## src/common/fcs_pkg.sv

```systemverilog
// Constants shared by the flash command front end and write sequencer
package fcs_pkg;

  // Register offsets on the software port
  localparam logic [1:0] REG_CTRL = 2'h0;
  localparam logic [1:0] REG_STATUS = 2'h1;
  localparam logic [1:0] REG_IRQ_FLAG = 2'h2;
  localparam logic [1:0] REG_IRQ_EN = 2'h3;

  // Control register fields
  localparam int CTRL_WE_BIT = 0;
  localparam int CTRL_SEQEN_BIT = 1;

  // Status register fields
  localparam int STAT_READY_BIT = 0;
  localparam int STAT_PGM_BIT = 1;
  localparam int STAT_TMO_BIT = 2;
  localparam int STAT_PHASE_LSB = 4;

  // Flag and enable bit positions (same layout in both registers)
  localparam int FLG_IDLE = 0;
  localparam int FLG_DONE = 1;
  localparam int FLG_VFAIL = 2;
  localparam int FLG_WBUSY = 3;

  // Reset values
  localparam logic [1:0] CTRL_RST = 2'h0;
  localparam logic [3:0] FLAG_RST = 4'h0;
  localparam logic [3:0] IEN_RST = 4'h0;
  localparam logic [15:0] ERASED_WORD = 16'hffff;

  // Command codes carried on the low data byte
  localparam logic [7:0] CMD_UNLOCK1 = 8'haa;
  localparam logic [7:0] CMD_UNLOCK2 = 8'h55;
  localparam logic [7:0] CMD_WRITE = 8'ha0;
  localparam logic [7:0] CMD_ERASE = 8'h80;
  localparam logic [7:0] CMD_RESET = 8'hf0;

  // Array geometry
  localparam int WORDS = 16;

  // Timing: clock period, typical program time, maximum program time
  localparam int CLK_NS = 40;
  localparam int PROG_NS = 2000;
  localparam int PROG_MAX_NS = 8000;
  localparam logic [7:0] PROG_CYC = 8'((PROG_NS + CLK_NS - 1) / CLK_NS);
  localparam logic [7:0] PROG_MAX_CYC = 8'(PROG_MAX_NS / CLK_NS);

  // Sequencer phase codes
  typedef enum logic [1:0] {
    PH_IDLE = 2'b00,
    PH_ISSUE = 2'b01,
    PH_CHECK = 2'b10
  } fcs_phase_t;

  // Flash core state
  typedef enum logic [1:0] {
    FL_READ = 2'b00,
    FL_PROG = 2'b01
  } fcs_fl_t;

endpackage

```

## src/verilog/fcs_flash_cmd_seq.sv

```systemverilog
// Flash command front end with write command sequencer
`timescale 1ns/1ps
`default_nettype none

module fcs_flash_cmd_seq
  import fcs_pkg::*;
(
  // Clock and reset
  input wire logic i_ref_clk,
  input wire logic i_rst_b,
  // Software register port
  input wire logic [1:0] i_reg_addr,
  input wire logic [7:0] i_reg_wdata,
  input wire logic i_reg_wr,
  input wire logic i_reg_rd,
  output logic [7:0] o_reg_rdata,
  // Flash bus from the master
  input wire logic [4:0] i_fl_addr,
  input wire logic [15:0] i_fl_wdata,
  input wire logic i_fl_word,
  input wire logic i_fl_wr,
  input wire logic i_fl_rd,
  output logic [15:0] o_fl_rdata,
  output logic o_fl_stall,
  // Interrupt and DMA handshakes
  input wire logic i_dma_clr,
  output logic o_irq,
  output logic o_dma_req,
  output logic o_dma_stop
);

  // Control and flag registers
  logic ctrl_we_q, ctrl_we_d, ctrl_seqen_q, ctrl_seqen_d;
  logic [3:0] flags_q, flags_d, ien_q, ien_d, flag_set;
  logic [7:0] reg_rdata_d;
  logic irq_q, dma_req_q, dma_stop_q;

  // Flash core state
  fcs_fl_t fl_q, fl_d;
  logic tmo_q, tmo_d, tog_q, tog_d, erase_q, erase_d;
  logic [2:0] seq_q, seq_d;
  logic [7:0] pcnt_q, pcnt_d;
  logic [3:0] tgt_idx_q, tgt_idx_d;
  logic [15:0] tgt_val_q, tgt_val_d, cur, fl_rdata_d;
  logic [15:0] mem_q [WORDS];
  logic fail, mem_we;

  // Sequencer state
  fcs_phase_t phase_q, phase_d;
  logic [1:0] sq_cnt_q, sq_cnt_d;
  logic sq_rst_q, sq_rst_d, sq_word_q, sq_word_d, stall_q;
  logic [4:0] sq_addr_q, sq_addr_d;
  logic [15:0] sq_data_q, sq_data_d;

  // Command path into the flash core
  logic dir_wr, seq_req, seq_take, busy_err, sq_wr, cmd_wr, cmd_word;
  logic [4:0] cmd_addr;
  logic [15:0] cmd_wdata;
  logic [7:0] cmd_code;
  logic rd_take;

  assign dir_wr = i_fl_wr && ctrl_we_q && !ctrl_seqen_q;
  assign seq_req = i_fl_wr && ctrl_we_q && ctrl_seqen_q;
  assign busy_err = seq_req && (phase_q != PH_IDLE);
  assign seq_take = seq_req && (phase_q == PH_IDLE);
  assign sq_wr = (phase_q == PH_ISSUE);
  // In sequencer mode only the sequencer reaches the core
  assign cmd_wr = dir_wr || sq_wr;
  assign rd_take = i_fl_rd && !stall_q;

  always_comb begin
    cmd_addr = i_fl_addr;
    cmd_wdata = i_fl_wdata;
    cmd_word = i_fl_word;
    if (sq_wr) begin
      cmd_addr = sq_addr_q;
      cmd_word = sq_word_q;
      case (sq_cnt_q)
        2'd0: cmd_wdata = {8'h00, CMD_UNLOCK1};
        2'd1: cmd_wdata = {8'h00, CMD_UNLOCK2};
        2'd2: cmd_wdata = {8'h00, sq_rst_q ? CMD_RESET : CMD_WRITE};
        default: cmd_wdata = sq_data_q;
      endcase
    end
  end
  assign cmd_code = cmd_wdata[7:0];

  // Flash core: command decoder and program algorithm
  assign cur = mem_q[tgt_idx_q];
  // Any target bit that would go 0 -> 1 keeps the algorithm from finishing
  assign fail = |(tgt_val_q & ~cur);

  always_comb begin
    fl_d = fl_q;
    tmo_d = tmo_q;
    tog_d = tog_q;
    erase_d = erase_q;
    seq_d = seq_q;
    pcnt_d = pcnt_q;
    tgt_idx_d = tgt_idx_q;
    tgt_val_d = tgt_val_q;
    mem_we = 1'b0;
    fl_rdata_d = o_fl_rdata;
    if (fl_q == FL_PROG && !tmo_q) begin
      pcnt_d = pcnt_q + 8'd1;
      if (!fail && pcnt_q == PROG_CYC - 8'd1) begin
        mem_we = 1'b1;
        fl_d = FL_READ;
      end else if (fail && pcnt_q == PROG_MAX_CYC - 8'd1) begin
        tmo_d = 1'b1;
      end
    end
    // Reads never touch seq_q, so a sequence survives them
    if (cmd_wr && (fl_q == FL_READ || tmo_q)) begin
      if (cmd_code == CMD_RESET) begin
        seq_d = 3'd0;
        erase_d = 1'b0;
        if (tmo_q && seq_q == 3'd2) begin
          tmo_d = 1'b0;
          fl_d = FL_READ;
        end
      end else begin
        case (seq_q)
          3'd0: seq_d = (cmd_code == CMD_UNLOCK1) ? 3'd1 : 3'd0;
          3'd1: seq_d = (cmd_code == CMD_UNLOCK2) ? 3'd2 : 3'd0;
          3'd2: begin
            seq_d = 3'd0;
            if (!tmo_q && (cmd_code == CMD_WRITE || cmd_code == CMD_ERASE)) begin
              seq_d = 3'd3;
              erase_d = (cmd_code == CMD_ERASE);
            end
          end
          3'd3: begin
            seq_d = 3'd0;
            if (erase_q) begin
              seq_d = (cmd_code == CMD_UNLOCK1) ? 3'd4 : 3'd0;
            end else begin
              // One byte or word per command, other lane left as ones
              fl_d = FL_PROG;
              pcnt_d = 8'd0;
              tgt_idx_d = cmd_addr[4:1];
              if (cmd_word) begin
                tgt_val_d = cmd_wdata;
              end else if (cmd_addr[0]) begin
                tgt_val_d = {cmd_wdata[7:0], 8'hff};
              end else begin
                tgt_val_d = {8'hff, cmd_wdata[7:0]};
              end
            end
          end
          3'd4: seq_d = (cmd_code == CMD_UNLOCK2) ? 3'd5 : 3'd0;
          // Erase execution is not built; the final cycle just closes it
          default: begin
            seq_d = 3'd0;
            erase_d = 1'b0;
          end
        endcase
      end
    end
    if (rd_take) begin
      if (fl_q == FL_PROG) begin
        // Polling bit is the complement of the data being written
        fl_rdata_d = {~tgt_val_q[15], tog_q, tmo_q, 5'h00,
                      ~tgt_val_q[7], tog_q, tmo_q, 5'h00};
        tog_d = ~tog_q;
      end else begin
        fl_rdata_d = mem_q[i_fl_addr[4:1]];
      end
    end
  end

  always_ff @(posedge i_ref_clk or negedge i_rst_b) begin
    if (!i_rst_b) begin
      fl_q <= FL_READ;
      tmo_q <= 1'b0;
      tog_q <= 1'b0;
      erase_q <= 1'b0;
      seq_q <= 3'd0;
      pcnt_q <= 8'd0;
      tgt_idx_q <= 4'h0;
      tgt_val_q <= ERASED_WORD;
      o_fl_rdata <= 16'h0000;
    end else begin
      fl_q <= fl_d;
      tmo_q <= tmo_d;
      tog_q <= tog_d;
      erase_q <= erase_d;
      seq_q <= seq_d;
      pcnt_q <= pcnt_d;
      tgt_idx_q <= tgt_idx_d;
      tgt_val_q <= tgt_val_d;
      o_fl_rdata <= fl_rdata_d;
    end
  end

  // Array cells; programming can only clear bits
  genvar gi;
  generate
    for (gi = 0; gi < WORDS; gi++) begin : g_cell
      always_ff @(posedge i_ref_clk or negedge i_rst_b) begin
        if (!i_rst_b) begin
          mem_q[gi] <= ERASED_WORD;
        end else if (mem_we && tgt_idx_q == 4'(gi)) begin
          mem_q[gi] <= mem_q[gi] & tgt_val_q;
        end
      end
    end
  endgenerate

  // Write command sequencer
  always_comb begin
    phase_d = phase_q;
    sq_cnt_d = sq_cnt_q;
    sq_rst_d = sq_rst_q;
    sq_addr_d = sq_addr_q;
    sq_data_d = sq_data_q;
    sq_word_d = sq_word_q;
    flag_set = 4'h0;
    flag_set[FLG_WBUSY] = busy_err;
    case (phase_q)
      PH_IDLE: begin
        if (seq_take) begin
          phase_d = PH_ISSUE;
          sq_cnt_d = 2'd0;
          sq_rst_d = 1'b0;
          sq_addr_d = i_fl_addr;
          sq_data_d = i_fl_wdata;
          sq_word_d = i_fl_word;
        end
      end
      PH_ISSUE: begin
        sq_cnt_d = sq_cnt_q + 2'd1;
        if (sq_rst_q && sq_cnt_q == 2'd2) begin
          phase_d = PH_IDLE;
          flag_set[FLG_IDLE] = 1'b1;
        end else if (sq_cnt_q == 2'd3) begin
          phase_d = PH_CHECK;
        end
      end
      PH_CHECK: begin
        if (tmo_q) begin
          // A stuck write is flushed by an internal reset sequence
          phase_d = PH_ISSUE;
          sq_cnt_d = 2'd0;
          sq_rst_d = 1'b1;
          flag_set[FLG_VFAIL] = 1'b1;
        end else if (fl_q == FL_READ) begin
          phase_d = PH_IDLE;
          flag_set[FLG_IDLE] = 1'b1;
          if (cur != tgt_val_q) begin
            flag_set[FLG_VFAIL] = 1'b1;
          end else begin
            flag_set[FLG_DONE] = 1'b1;
          end
        end
      end
      default: phase_d = PH_IDLE;
    endcase
  end

  always_ff @(posedge i_ref_clk or negedge i_rst_b) begin
    if (!i_rst_b) begin
      phase_q <= PH_IDLE;
      sq_cnt_q <= 2'd0;
      sq_rst_q <= 1'b0;
      sq_addr_q <= 5'h00;
      sq_data_q <= 16'h0000;
      sq_word_q <= 1'b0;
      stall_q <= 1'b0;
    end else begin
      phase_q <= phase_d;
      sq_cnt_q <= sq_cnt_d;
      sq_rst_q <= sq_rst_d;
      sq_addr_q <= sq_addr_d;
      sq_data_q <= sq_data_d;
      sq_word_q <= sq_word_d;
      stall_q <= (phase_d == PH_ISSUE);
    end
  end
  assign o_fl_stall = stall_q;

  // Software registers, flags and handshakes
  logic [3:0] flag_clr;

  always_comb begin
    ctrl_we_d = ctrl_we_q;
    ctrl_seqen_d = ctrl_seqen_q;
    ien_d = ien_q;
    flag_clr = 4'h0;
    reg_rdata_d = 8'h00;
    if (i_reg_wr) begin
      case (i_reg_addr)
        REG_CTRL: begin
          // Changing mode mid-write would strand the flash in a sequence
          if (phase_q == PH_IDLE) begin
            ctrl_we_d = i_reg_wdata[CTRL_WE_BIT];
            ctrl_seqen_d = i_reg_wdata[CTRL_SEQEN_BIT];
          end
        end
        REG_IRQ_FLAG: flag_clr = i_reg_wdata[3:0];
        REG_IRQ_EN: ien_d = i_reg_wdata[3:0];
        default: ;
      endcase
    end
    if (i_dma_clr) begin
      flag_clr[FLG_IDLE] = 1'b1;
      flag_clr[FLG_DONE] = 1'b1;
    end
    if (i_reg_rd) begin
      case (i_reg_addr)
        REG_CTRL: begin
          reg_rdata_d[CTRL_WE_BIT] = ctrl_we_q;
          reg_rdata_d[CTRL_SEQEN_BIT] = ctrl_seqen_q;
        end
        REG_STATUS: begin
          reg_rdata_d[STAT_READY_BIT] = (fl_q == FL_READ);
          reg_rdata_d[STAT_PGM_BIT] = (fl_q == FL_PROG);
          reg_rdata_d[STAT_TMO_BIT] = tmo_q;
          reg_rdata_d[STAT_PHASE_LSB +: 2] = phase_q;
        end
        REG_IRQ_FLAG: reg_rdata_d = {4'h0, flags_q};
        default: reg_rdata_d = {4'h0, ien_q};
      endcase
    end
    // Newly enabling the sequencer announces readiness
    if (ctrl_we_d && ctrl_seqen_d && !(ctrl_we_q && ctrl_seqen_q)) begin
      flag_clr[FLG_IDLE] = 1'b0;
    end
    // Set wins over a clear in the same cycle
    flags_d = (flags_q & ~flag_clr) | flag_set;
    if (ctrl_we_d && ctrl_seqen_d && !(ctrl_we_q && ctrl_seqen_q)) begin
      flags_d[FLG_IDLE] = 1'b1;
    end
  end

  always_ff @(posedge i_ref_clk or negedge i_rst_b) begin
    if (!i_rst_b) begin
      ctrl_we_q <= CTRL_RST[CTRL_WE_BIT];
      ctrl_seqen_q <= CTRL_RST[CTRL_SEQEN_BIT];
      flags_q <= FLAG_RST;
      ien_q <= IEN_RST;
      o_reg_rdata <= 8'h00;
      irq_q <= 1'b0;
      dma_req_q <= 1'b0;
      dma_stop_q <= 1'b0;
    end else begin
      ctrl_we_q <= ctrl_we_d;
      ctrl_seqen_q <= ctrl_seqen_d;
      flags_q <= flags_d;
      ien_q <= ien_d;
      o_reg_rdata <= reg_rdata_d;
      irq_q <= |(flags_d & ien_d);
      dma_req_q <= flags_d[FLG_IDLE] && ien_d[FLG_IDLE];
      dma_stop_q <= |(flags_d[FLG_WBUSY:FLG_VFAIL] & ien_d[FLG_WBUSY:FLG_VFAIL]);
    end
  end
  assign o_irq = irq_q;
  assign o_dma_req = dma_req_q;
  assign o_dma_stop = dma_stop_q;
endmodule

`default_nettype wire
```

## config.mk

```make
export PLATFORM = sky130hd
export DESIGN_NAME = fcs_flash_cmd_seq
export DESIGN_NICKNAME = d
export VERILOG_FILES = /design/src/common/fcs_pkg.sv /design/src/verilog/fcs_flash_cmd_seq.sv
export SDC_FILE = /design/constraint.sdc
export NUM_CORES = 1
export LEC_CHECK = 0
export BUFFER_PORTS_ARGS = -buffer_cell sky130_fd_sc_hd__buf_2
export CORE_MARGIN = 3
export CORE_UTILIZATION = 52
export CTS_CLUSTER_SIZE = 40
export DETAILED_ROUTE_END_ITERATION = 6
export PLACE_DENSITY = 0.67
export SLEW_MARGIN = 20
export SYNTH_ARGS = -nofsm -noshare
export SYNTH_HDL_FRONTEND = slang
export SYNTH_SLANG_ARGS = --single-unit
```

## constraint.sdc

```tcl
create_clock -name i_ref_clk -period 4.9 [get_ports i_ref_clk]
set_input_delay 0.49 -clock i_ref_clk [delete_from_list [all_inputs] [get_ports i_ref_clk]]
set_output_delay 0.49 -clock i_ref_clk [all_outputs]
set_load 0.01 [all_outputs]
```

; ---- Word-level counts from Yosys, hierarchy flattened
; Cells that the tools add are included.
[word_totals]
regBits = 357
input_bits = 39
out_inout_bits = 28
wordCells = 259
[op_classes]
n_eq_ne = 41
mux = 83
bitwise_logic = 30
magnitude_cmp = 2
reduce_logical = 61
add_sub_neg = 2
[ops]
columns = op, count
row1 = bitwise AND 16 bit, 17
row2 = binary-select mux 16 bit (select 4 bit), 2
row3 = two-way mux 16 bit, 8
row4 = case mux 16 bit (3 select lines), 1
row5 = equality test 8 bit (second input constant), 5
row6 = two-way mux 2 bit, 20
row7 = two-way mux 8 bit, 5
row8 = logical AND 1 bit, 33
row9 = equality test 4 bit (second input constant), 8
row10 = two-way mux 1 bit, 26
row11 = case mux 2 bit (3 select lines), 3
row12 = equality test 4 x 3 -> 1 bit (second input constant), 4
row13 = two-way mux 4 bit, 4
row14 = != test 16 bit, 1
row15 = inverter 16 bit, 1
row16 = OR reduction 16 bit, 1
row17 = two-way mux 3 bit, 5
row18 = case mux 3 bit (5 select lines), 1
row19 = equality test 2 x 1 -> 1 bit (second input constant), 5
row20 = equality test 2 bit (second input constant), 5
row21 = greater-or-equal comparator 5 bit (second input constant), 2
row22 = inverter 4 -> 5 bit, 2
row23 = AND reduction 3 bit, 3
row24 = adder 8 x 1 -> 8 bit (second input constant), 1
row25 = 32 further kinds, 56

; ---- Longest topological paths before layout
; Gate-level depths: netlist (run 1).
[depth]
depth_word = 15
mapped_depth = 14
depth_no_buf = 10

; ---- Worst setup path after synthesis (run 1)
; OpenSTA, ideal clock, no wires.
[synth_path]
kind = register -> register
startpoint = register tgt_idx_q[1]
endpoint = register mem_q[37] (netlist name)
slack_ns = 1.210
stages_incl_launch_ff = 15
n_path_buf = 4
t_arrival_ns = 3.612
required_ns = 4.823
setup_ns = 0.077
synth_period_minus_slack_ns = 3.690
cell_sequence = dfrtp_1 > clkbuf_1 > clkbuf_1 > buf_1 > mux4_2 > mux4_2 > inv_1 > ha_1 > nor4_1 > nand4_1 > or4_4 > nor3b_4 > nand3_1 > buf_2 > o21a_1
[synth_via]
elab_chain_len = 12
word_cells_on_any_way = 13
cone_classes = 1 x eq/ne / 5 x mux / 3 x bitwise / 4 x reduce/logical
[synth_rtl]
columns = item, line_no
row1 = "start, declared", fcs_flash_cmd_seq.sv:43  ; logic [3:0] tgt_idx_q, tgt_idx_d;
row2 = "start signal, assigned", fcs_flash_cmd_seq.sv:190  ; tgt_idx_q <= tgt_idx_d;
row3 = inverter 4 -> 5 bit (implied by the code), fcs_flash_cmd_seq.sv:89  ; assign cur = mem_q[tgt_idx_q];
row4 = binary-select mux 16 bit (select 4 bit), fcs_flash_cmd_seq.sv:89
row5 = two-way mux 16 bit (implied by the code) (2 in series), fcs_flash_cmd_seq.sv:89
row6 = inverter 16 bit, fcs_flash_cmd_seq.sv:91  ; assign fail = |(tgt_val_q & ~cur);
row7 = bitwise AND 16 bit, fcs_flash_cmd_seq.sv:91
row8 = OR reduction 16 bit, fcs_flash_cmd_seq.sv:91
row9 = logical NOT 1 bit, fcs_flash_cmd_seq.sv:106  ; if (!fail && pcnt_q == PROG_CYC - 8'd1) begin
row10 = logical AND 1 bit, fcs_flash_cmd_seq.sv:106
row11 = two-way mux 1 bit, fcs_flash_cmd_seq.sv:106
row12 = two-way mux 1 bit, fcs_flash_cmd_seq.sv:104  ; if (fl_q == FL_PROG && !tmo_q) begin
row13 = logical AND 1 bit (*), fcs_flash_cmd_seq.sv:203  ; end else if (mem_we && tgt_idx_q == 4'(gi)) begin
row14 = "end signal, assigned by index", fcs_flash_cmd_seq.sv:204  ; mem_q[gi] <= mem_q[gi] & tgt_val_q;
row15 = "end, declared", fcs_flash_cmd_seq.sv:45  ; logic [15:0] mem_q [WORDS];
; Mark *: on every way between the ends. The rest lies on a longest branch, timed or not. The select of a mux whose other input is x is not followed.
; A chain may end at the register's enable or synchronous reset.

; ---- Worst setup path after layout (run 1)
[layout_path]
startpoint = register tgt_idx_q[0]
endpoint = register mem_q[36] (netlist name)
; The elaborated chain is that of the path after synthesis.

==> results of run 1 <==
## path summary, 6_finish.rpt
kind,startpoint,to,slack (ns),cells after the start
worst min register to register,mem_q[69]$_DFFE_PN1P_,mem_q[69]$_DFFE_PN1P_,0.46,1
min in group i_ref_clk,i_fl_wdata[7],sq_data_q[7]$_DFFE_PN0P_,0.22,2
worst min-delay path,i_rst_b,o_fl_rdata[4]$_DFFE_PN0P_,-0.03,1
worst max register to register,tgt_idx_q[0]$_DFFE_PN0P_,mem_q[36]$_DFFE_PN1P_,0.69,12
worst max-delay path,tgt_idx_q[0]$_DFFE_PN0P_,mem_q[36]$_DFFE_PN1P_,0.69,12
max in group asynchronous,i_rst_b,mem_q[86]$_DFFE_PN1P_,3.91,2
## sequential cells by signal (all words and copies together), names as in the netlist, 2 cells and up
name / flops
seq_q: 3
ien_q: 4
tgt_val_q: 16
o_reg_rdata: 6
sq_data_q: 16
pcnt_q: 8
flags_q: 4
mem_q: 256
fl_q: 2
sq_addr_q: 5
sq_cnt_q: 2
phase_q: 2
tgt_idx_q: 4
o_fl_rdata: 16
## cell usage after synthesis (8+ instances only)
master	count	area share, %
mux2_2	30	1.9
ha_1	27	1.9
nor2b_1	12	0.42
a21oi_1	14	0.39
buf_1	23	0.48
dfstp_2	272	40
nand4_1	12	0.42
nor3_1	9	0.25
dfrtp_1	83	12
inv_1	23	0.48
nand2b_1	8	0.28
clkbuf_1	57	1.2
o21ai_0	39	1.1
nor2_1	36	0.75
nand2_1	108	2.3
o21a_1	259	11
a31oi_1	11	0.38
buf_2	33	0.92
mux4_2	160	20
nand3_1	28	0.78
o221ai_1	8	0.39
## kinds of logic after synthesis
kind of cell	after synthesis	synth area share (%)
buffers and inverters	138	3.15
adders and majority gates	27	1.88
and+or+nand+nor	253	6.96
DFF	355	51.2
AOI/OAI and AO/OA	355	14.1
other	1	0.0208
muxes	197	22.3
xor gates and xnor gates	7	0.341
## per-layer routing
metal | wire [µm] | global-route usage [%]
met1 | 19700 | 35.8
met2 | 22000 | 41.8
met3 | 2710 | 4.02
met4 | 1200 | 7.26
met5 | 0 | 0
## power groups by stage
stage | Sequential [µW] | Clock, µW | Combinational, µW
after CTS | 3220 | 3180 | 836
after global placement | 3250 | 0 | 819
after floorplan | 3230 | 0 | 559
after global routing | 3240 | 3310 | 912
after detailed placement | 3260 | 0 | 829
final | 3220 | 3140 | 831
## worst register-to-register path, stage by stage, from the launching register on
cell     delay [ns]
dfrtp_4        0.65
buf_4          0.39
mux4_2         0.31
mux4_2         0.25
inv_1          0.08
ha_1           0.19
nor4_1         0.32
nand4_1        0.22
or4_4          0.62
nor3b_4        0.25
nand3_1        0.34
buf_4          0.34
o21a_1         0.18
## final cells by class
class / instances / share of cell area, %
Sequential cell: 355 / 45.5
Multi-Input combinational cell: 841 / 40.6
Clock buffer: 57 / 5.80
Timing Repair Buffer: 109 / 3.79
Tap cell: 448 / 2.77
Clock inverter: 14 / 1.10
Inverter: 23 / 0.426
## through the flow
step	total power [µW]	cells	hold WS [ns]	utilization (%)
final	7190	1847	-0.0307	59.8
after global routing	7460	1847	0.0837	59.8
after CTS	7230	1847	0.0630	59.8
after detailed placement	4090	1776	0.454	55.7
after global placement	4070	1776	0.448	55.7
after floorplan	3790	1334	0.194	-
## placed cells by master, fill, tap and decap left out, types with 23 or more instances in the layout
master / n
o21a_1: 259
clkbuf_16: 40
inv_1: 23
dfrtp_1: 81
buf_2: 58
mux2_2: 30
dfstp_2: 272
nand3_1: 28
nand2_1: 108
o21ai_0: 38
buf_4: 43
nor2_1: 36
ha_1: 26
mux4_2: 160
==> impl_metrics.env, run 1 <==
export IMPL_cts_resized=0
export IMPL_synth_avg_cell_area_um2=13.5
export IMPL_cts_buffer_depth=3
export IMPL_nNetsFinal=1435
export IMPL_holdCritPathClass="input port to async pin"
export IMPL_insertion_delay_ns=0.53
export IMPL_antenna_left=0
export IMPL_grt_pass1_wl_um=71800
export IMPL_tightestPinTransition_ns=0.932
export IMPL_cts_tree="yes"
export IMPL_io_pins=67
export IMPL_drtIter0Drc=772
export IMPL_p_seq_share_pct=44.8
export IMPL_die_x_um=192
export IMPL_path_cells="buf_4 > mux4_2 > mux4_2 > inv_1 > ha_1 > nor4_1 > nand4_1 > or4_4 > nor3b_4 > nand3_1 > buf_4 > o21a_1"
export IMPL_place_gp_congestion=0.865
export IMPL_design_area_um2=20300
export IMPL_p_sw_share_pct=25.3
export IMPL_path_buf_inv=3
export IMPL_cp_required_ns=5.36
export IMPL_cts_root_buffer="clkbuf_16"
export IMPL_antenna_cells=0
export IMPL_ys_warnings_count=0
export IMPL_multi_input_area_um2=8220
export IMPL_fin_crit_ns=4.21
export IMPL_drive_gt1_share_pct=46.5
export IMPL_cts_reportedPaths_clkPinSlew_ns=0.06
export IMPL_synth_main_ff_cell="dfstp_2"
export IMPL_relSlewSlack_pct=37.8
export IMPL_post_dp_cell_area_um2=18900
export IMPL_overflow=0
export IMPL_htreeDepth=2
export IMPL_synth_edf_count=0
export IMPL_cts_buffers=39
export IMPL_critPathMaxFanout=17
export IMPL_globalRouteTotalUtil_pct=25.5
export IMPL_cp_slowest_cell="dfrtp_4"
export IMPL_initial_core_util_pct=53.2
export IMPL_wl_um=45600
export IMPL_critPathTopFamily="simple AND/OR/NAND/NOR gates"
export IMPL_fp_dieH_um=192
export IMPL_yosys_register_bits=355
export IMPL_rsz0062_at_grt="false"
export IMPL_fmax_mhz=238
export IMPL_grt_pass1_vias=12100
export IMPL_finalHoldViolations=3
export IMPL_ctsHoldBuffers=0
export IMPL_yosysSeqAreaShare_pct=51.2
export IMPL_fp_coreArea_um2=33900
export IMPL_cp_arrival_ns=4.66
export IMPL_finalSetupViolCount=0
export IMPL_finalHoldWorstSlack_ns=-0.0307
export IMPL_tns_ns=0
export IMPL_antenna_found_initial=0
export IMPL_violations="hold timing"
export IMPL_portBuffers=60
export IMPL_startpoint_type="flop"
export IMPL_vias_per_cell=6.32
export IMPL_synth_area_um2=18000
export IMPL_cts_setup_buffers=0
export IMPL_syn2layout_area_growth_pct=12.6
export IMPL_regArea_um2=9230
export IMPL_layout_setup_ws_ns=0.695
export IMPL_remaining_drc_errors=0
export IMPL_p_int_uw=5370
export IMPL_fin_worst_skew_ns=0.0187
export IMPL_dr_pass1_iters=5
export IMPL_comb_power_share_pct=11.6
export IMPL_fp_row_count=67
export IMPL_power_switching_uw=1820
export IMPL_clock_power_share_pct=43.7
export IMPL_synthArstFlopShare_pct=100
export IMPL_detailed_place_hpwl_um=30200
export IMPL_wire_per_inst_um=24.7
export IMPL_min_period_over_period_pct=85.8
export IMPL_cts_sinks=355
export IMPL_synth_cells=1333
export IMPL_ir_drop_uv=402
export IMPL_slew_violations=0
export IMPL_dieArea_um2=36900
export IMPL_outcome="finished, violations left"
export IMPL_leakage_uw=0.00764
export IMPL_fill_cells=2613
export IMPL_pre_cts_slack_ns=0.736
export IMPL_critPathKind="flop to flop"
export IMPL_maxCapViolCount=0
export IMPL_grt_max_degree=114
export IMPL_endpoint_kind="flop"
export IMPL_powerDensity_nw_per_um2=355
export IMPL_synthDistinctLibCells=58
export IMPL_vias=11700
export IMPL_slowest_delay_ns=0.65
No activity file was read; power rests on OpenSTA's default activity.
==> run 2: changes to the inputs <==
--- a/config.mk
+++ b/config.mk
@@ -6,7 +6,7 @@
 export NUM_CORES = 1
 export LEC_CHECK = 0
 export BUFFER_PORTS_ARGS = -buffer_cell sky130_fd_sc_hd__buf_2
-export CORE_MARGIN = 3
+export CORE_MARGIN = 2
 export CORE_UTILIZATION = 52
 export CTS_CLUSTER_SIZE = 40
 export DETAILED_ROUTE_END_ITERATION = 6
==> impl_metrics.env, run 2 (synthesis results as in run 1) <==
export IMPL_powerDensity_nw_per_um2=350
export IMPL_regMostFlops="mem_q"
export IMPL_fp_row_count=68
export IMPL_cts_root_buffer="clkbuf_16"
export IMPL_total_power_uw=7060
export IMPL_ctsHoldBuffers=0
export IMPL_finalHoldViolations=0
export IMPL_startpoint_type="flop"
export IMPL_fin_worst_skew_ns=0.0165
export IMPL_min_period_over_period_pct=88.8
export IMPL_globalRouteTotalUtil_pct=26.8
export IMPL_layout_common_cells="dfstp_2, o21a_1, mux4_2"
export IMPL_critPathKind="flop to flop"
export IMPL_dr_pass1_iters=5
export IMPL_drive_gt1_share_pct=46.1
export IMPL_tns_ns=0
export IMPL_grt_max_degree=134
export IMPL_cts_buffers=39
export IMPL_cts_buffer_depth=3
export IMPL_final_common_cell="dfstp_2"
export IMPL_overflow=0
export IMPL_vias=11700
export IMPL_leakage_uw=0.00758
export IMPL_final_util_pct=58.9
export IMPL_syn2layout_area_growth_pct=12.1
export IMPL_relSlewSlack_pct=37.7
export IMPL_outcome="finished clean"
export IMPL_grt_pass1_wl_um=72800
export IMPL_cp_arrival_ns=4.80
export IMPL_slew_violations=0
export IMPL_largest_reg_flops=256
export IMPL_endpoint_kind="flop"
export IMPL_maxCapViolCount=0
export IMPL_finalSetupViolCount=0
export IMPL_fp_dieH_um=190
export IMPL_cts_tree="yes"
export IMPL_dieArea_um2=36100
export IMPL_ir_drop_uv=334
export IMPL_cp_required_ns=5.35
export IMPL_wire_per_inst_um=25.2
export IMPL_drtIter0Drc=884
export IMPL_rsz0062_at_grt="false"
export IMPL_antenna_cells=0
export IMPL_portBuffers=60
export IMPL_fmax_mhz=230
export IMPL_wl_um=46500
export IMPL_tightestPinTransition_ns=0.930
export IMPL_die_x_um=190
export IMPL_holdCritPathClass="input port to async pin"
export IMPL_cts_setup_buffers=0
export IMPL_place_gp_congestion=0.856
export IMPL_antenna_found_initial=0
export IMPL_antenna_left=0
export IMPL_detailed_place_hpwl_um=30100
export IMPL_htreeDepth=2
export IMPL_remaining_drc_errors=0
export IMPL_fin_crit_ns=4.35
export IMPL_vias_per_cell=6.34
export IMPL_io_pins=67
export IMPL_cts_reportedPaths_clkPinSlew_ns=0.06
export IMPL_insertion_delay_ns=0.53
export IMPL_grt_pass1_vias=12100
export IMPL_fp_coreArea_um2=34300
export IMPL_initial_core_util_pct=52.5
export IMPL_critPathMaxFanout=27
export IMPL_cts_sinks=355
export IMPL_cts_resized=0
export IMPL_nNetsFinal=1431
==> run 2: changes by cell type in the layout (fill, tap and decap cells not counted), moves of 2 or more <==
cell | before | now
buf_4 | 43 | 38
bufinv_16 | 5 | 3
clkbuf_1 | 6 | 11
clkbuf_8 | 11 | 9
inv_6 | 2 | 0
==> run 2: worst paths after layout <==
check	start	end	slack (ns)	depth (start not counted)
min	i_rst_b	o_fl_rdata[1]$_DFFE_PN0P_	0.01	1
max reg2reg	tgt_idx_q[0]$_DFFE_PN0P_	mem_q[156]$_DFFE_PN1P_	0.55	12
min reg2reg	mem_q[230]$_DFFE_PN1P_	mem_q[230]$_DFFE_PN1P_	0.46	1
max in group asynchronous	i_rst_b	mem_q[6]$_DFFE_PN1P_	3.68	2
max	tgt_idx_q[0]$_DFFE_PN0P_	mem_q[156]$_DFFE_PN1P_	0.55	12
min in group i_ref_clk	i_fl_wdata[7]	sq_data_q[7]$_DFFE_PN0P_	0.22	2
==> run 2: worst max-delay path: stages, from the launching register on <==
cell and delay [ns]:
dfrtp_4 0.81, buf_12 0.32, mux4_2 0.27, mux4_2 0.23
inv_1 0.05, ha_1 0.17, nor4_1 0.32, nand4_1 0.27
or4_4 0.64, nor3b_4 0.30, nand2_1 0.36, buf_4 0.31
o21a_1 0.17
==> run 2: area by class of cell <==
cell class | instances | area (µm²)
fillers | 2704 | 14100
flip-flops and latches | 355 | 9230
multi-input cells | 841 | 8230
clock buffers | 61 | 1190
repair buffers | 105 | 751
well taps | 455 | 569
clock inverters | 10 | 134
inverters | 23 | 86.3
==> run 2: metal layers <==
layer	GRT usage, %	vias to the layer above	routed length, µm
met5	0	-	0
met4	8.50	0	1440
met3	4.50	95	2930
met2	43.6	374	22300
met1	37.1	6167	19800
li1	-	5088	-
==> run 2: power breakdown <==
group | internal [µW] | switching [µW]
logic | 332 | 487
registers | 3100 | 118
clock network | 1830 | 1190
total | 5260 | 1800
==> run 2: metrics by stage <==
step	worst slack [ns]	cell area, µm²	instances	hold slack, ns
2_1_floorplan	1.21	18000	1334	0.194
6_report	0.548	20200	1850	0.0102
5_1_grt	0.300	20200	1850	0.116
3_3_place_gp	0.558	18900	1779	0.449
3_5_place_dp	0.537	18900	1779	0.454
4_1_cts	0.519	20200	1850	0.0733
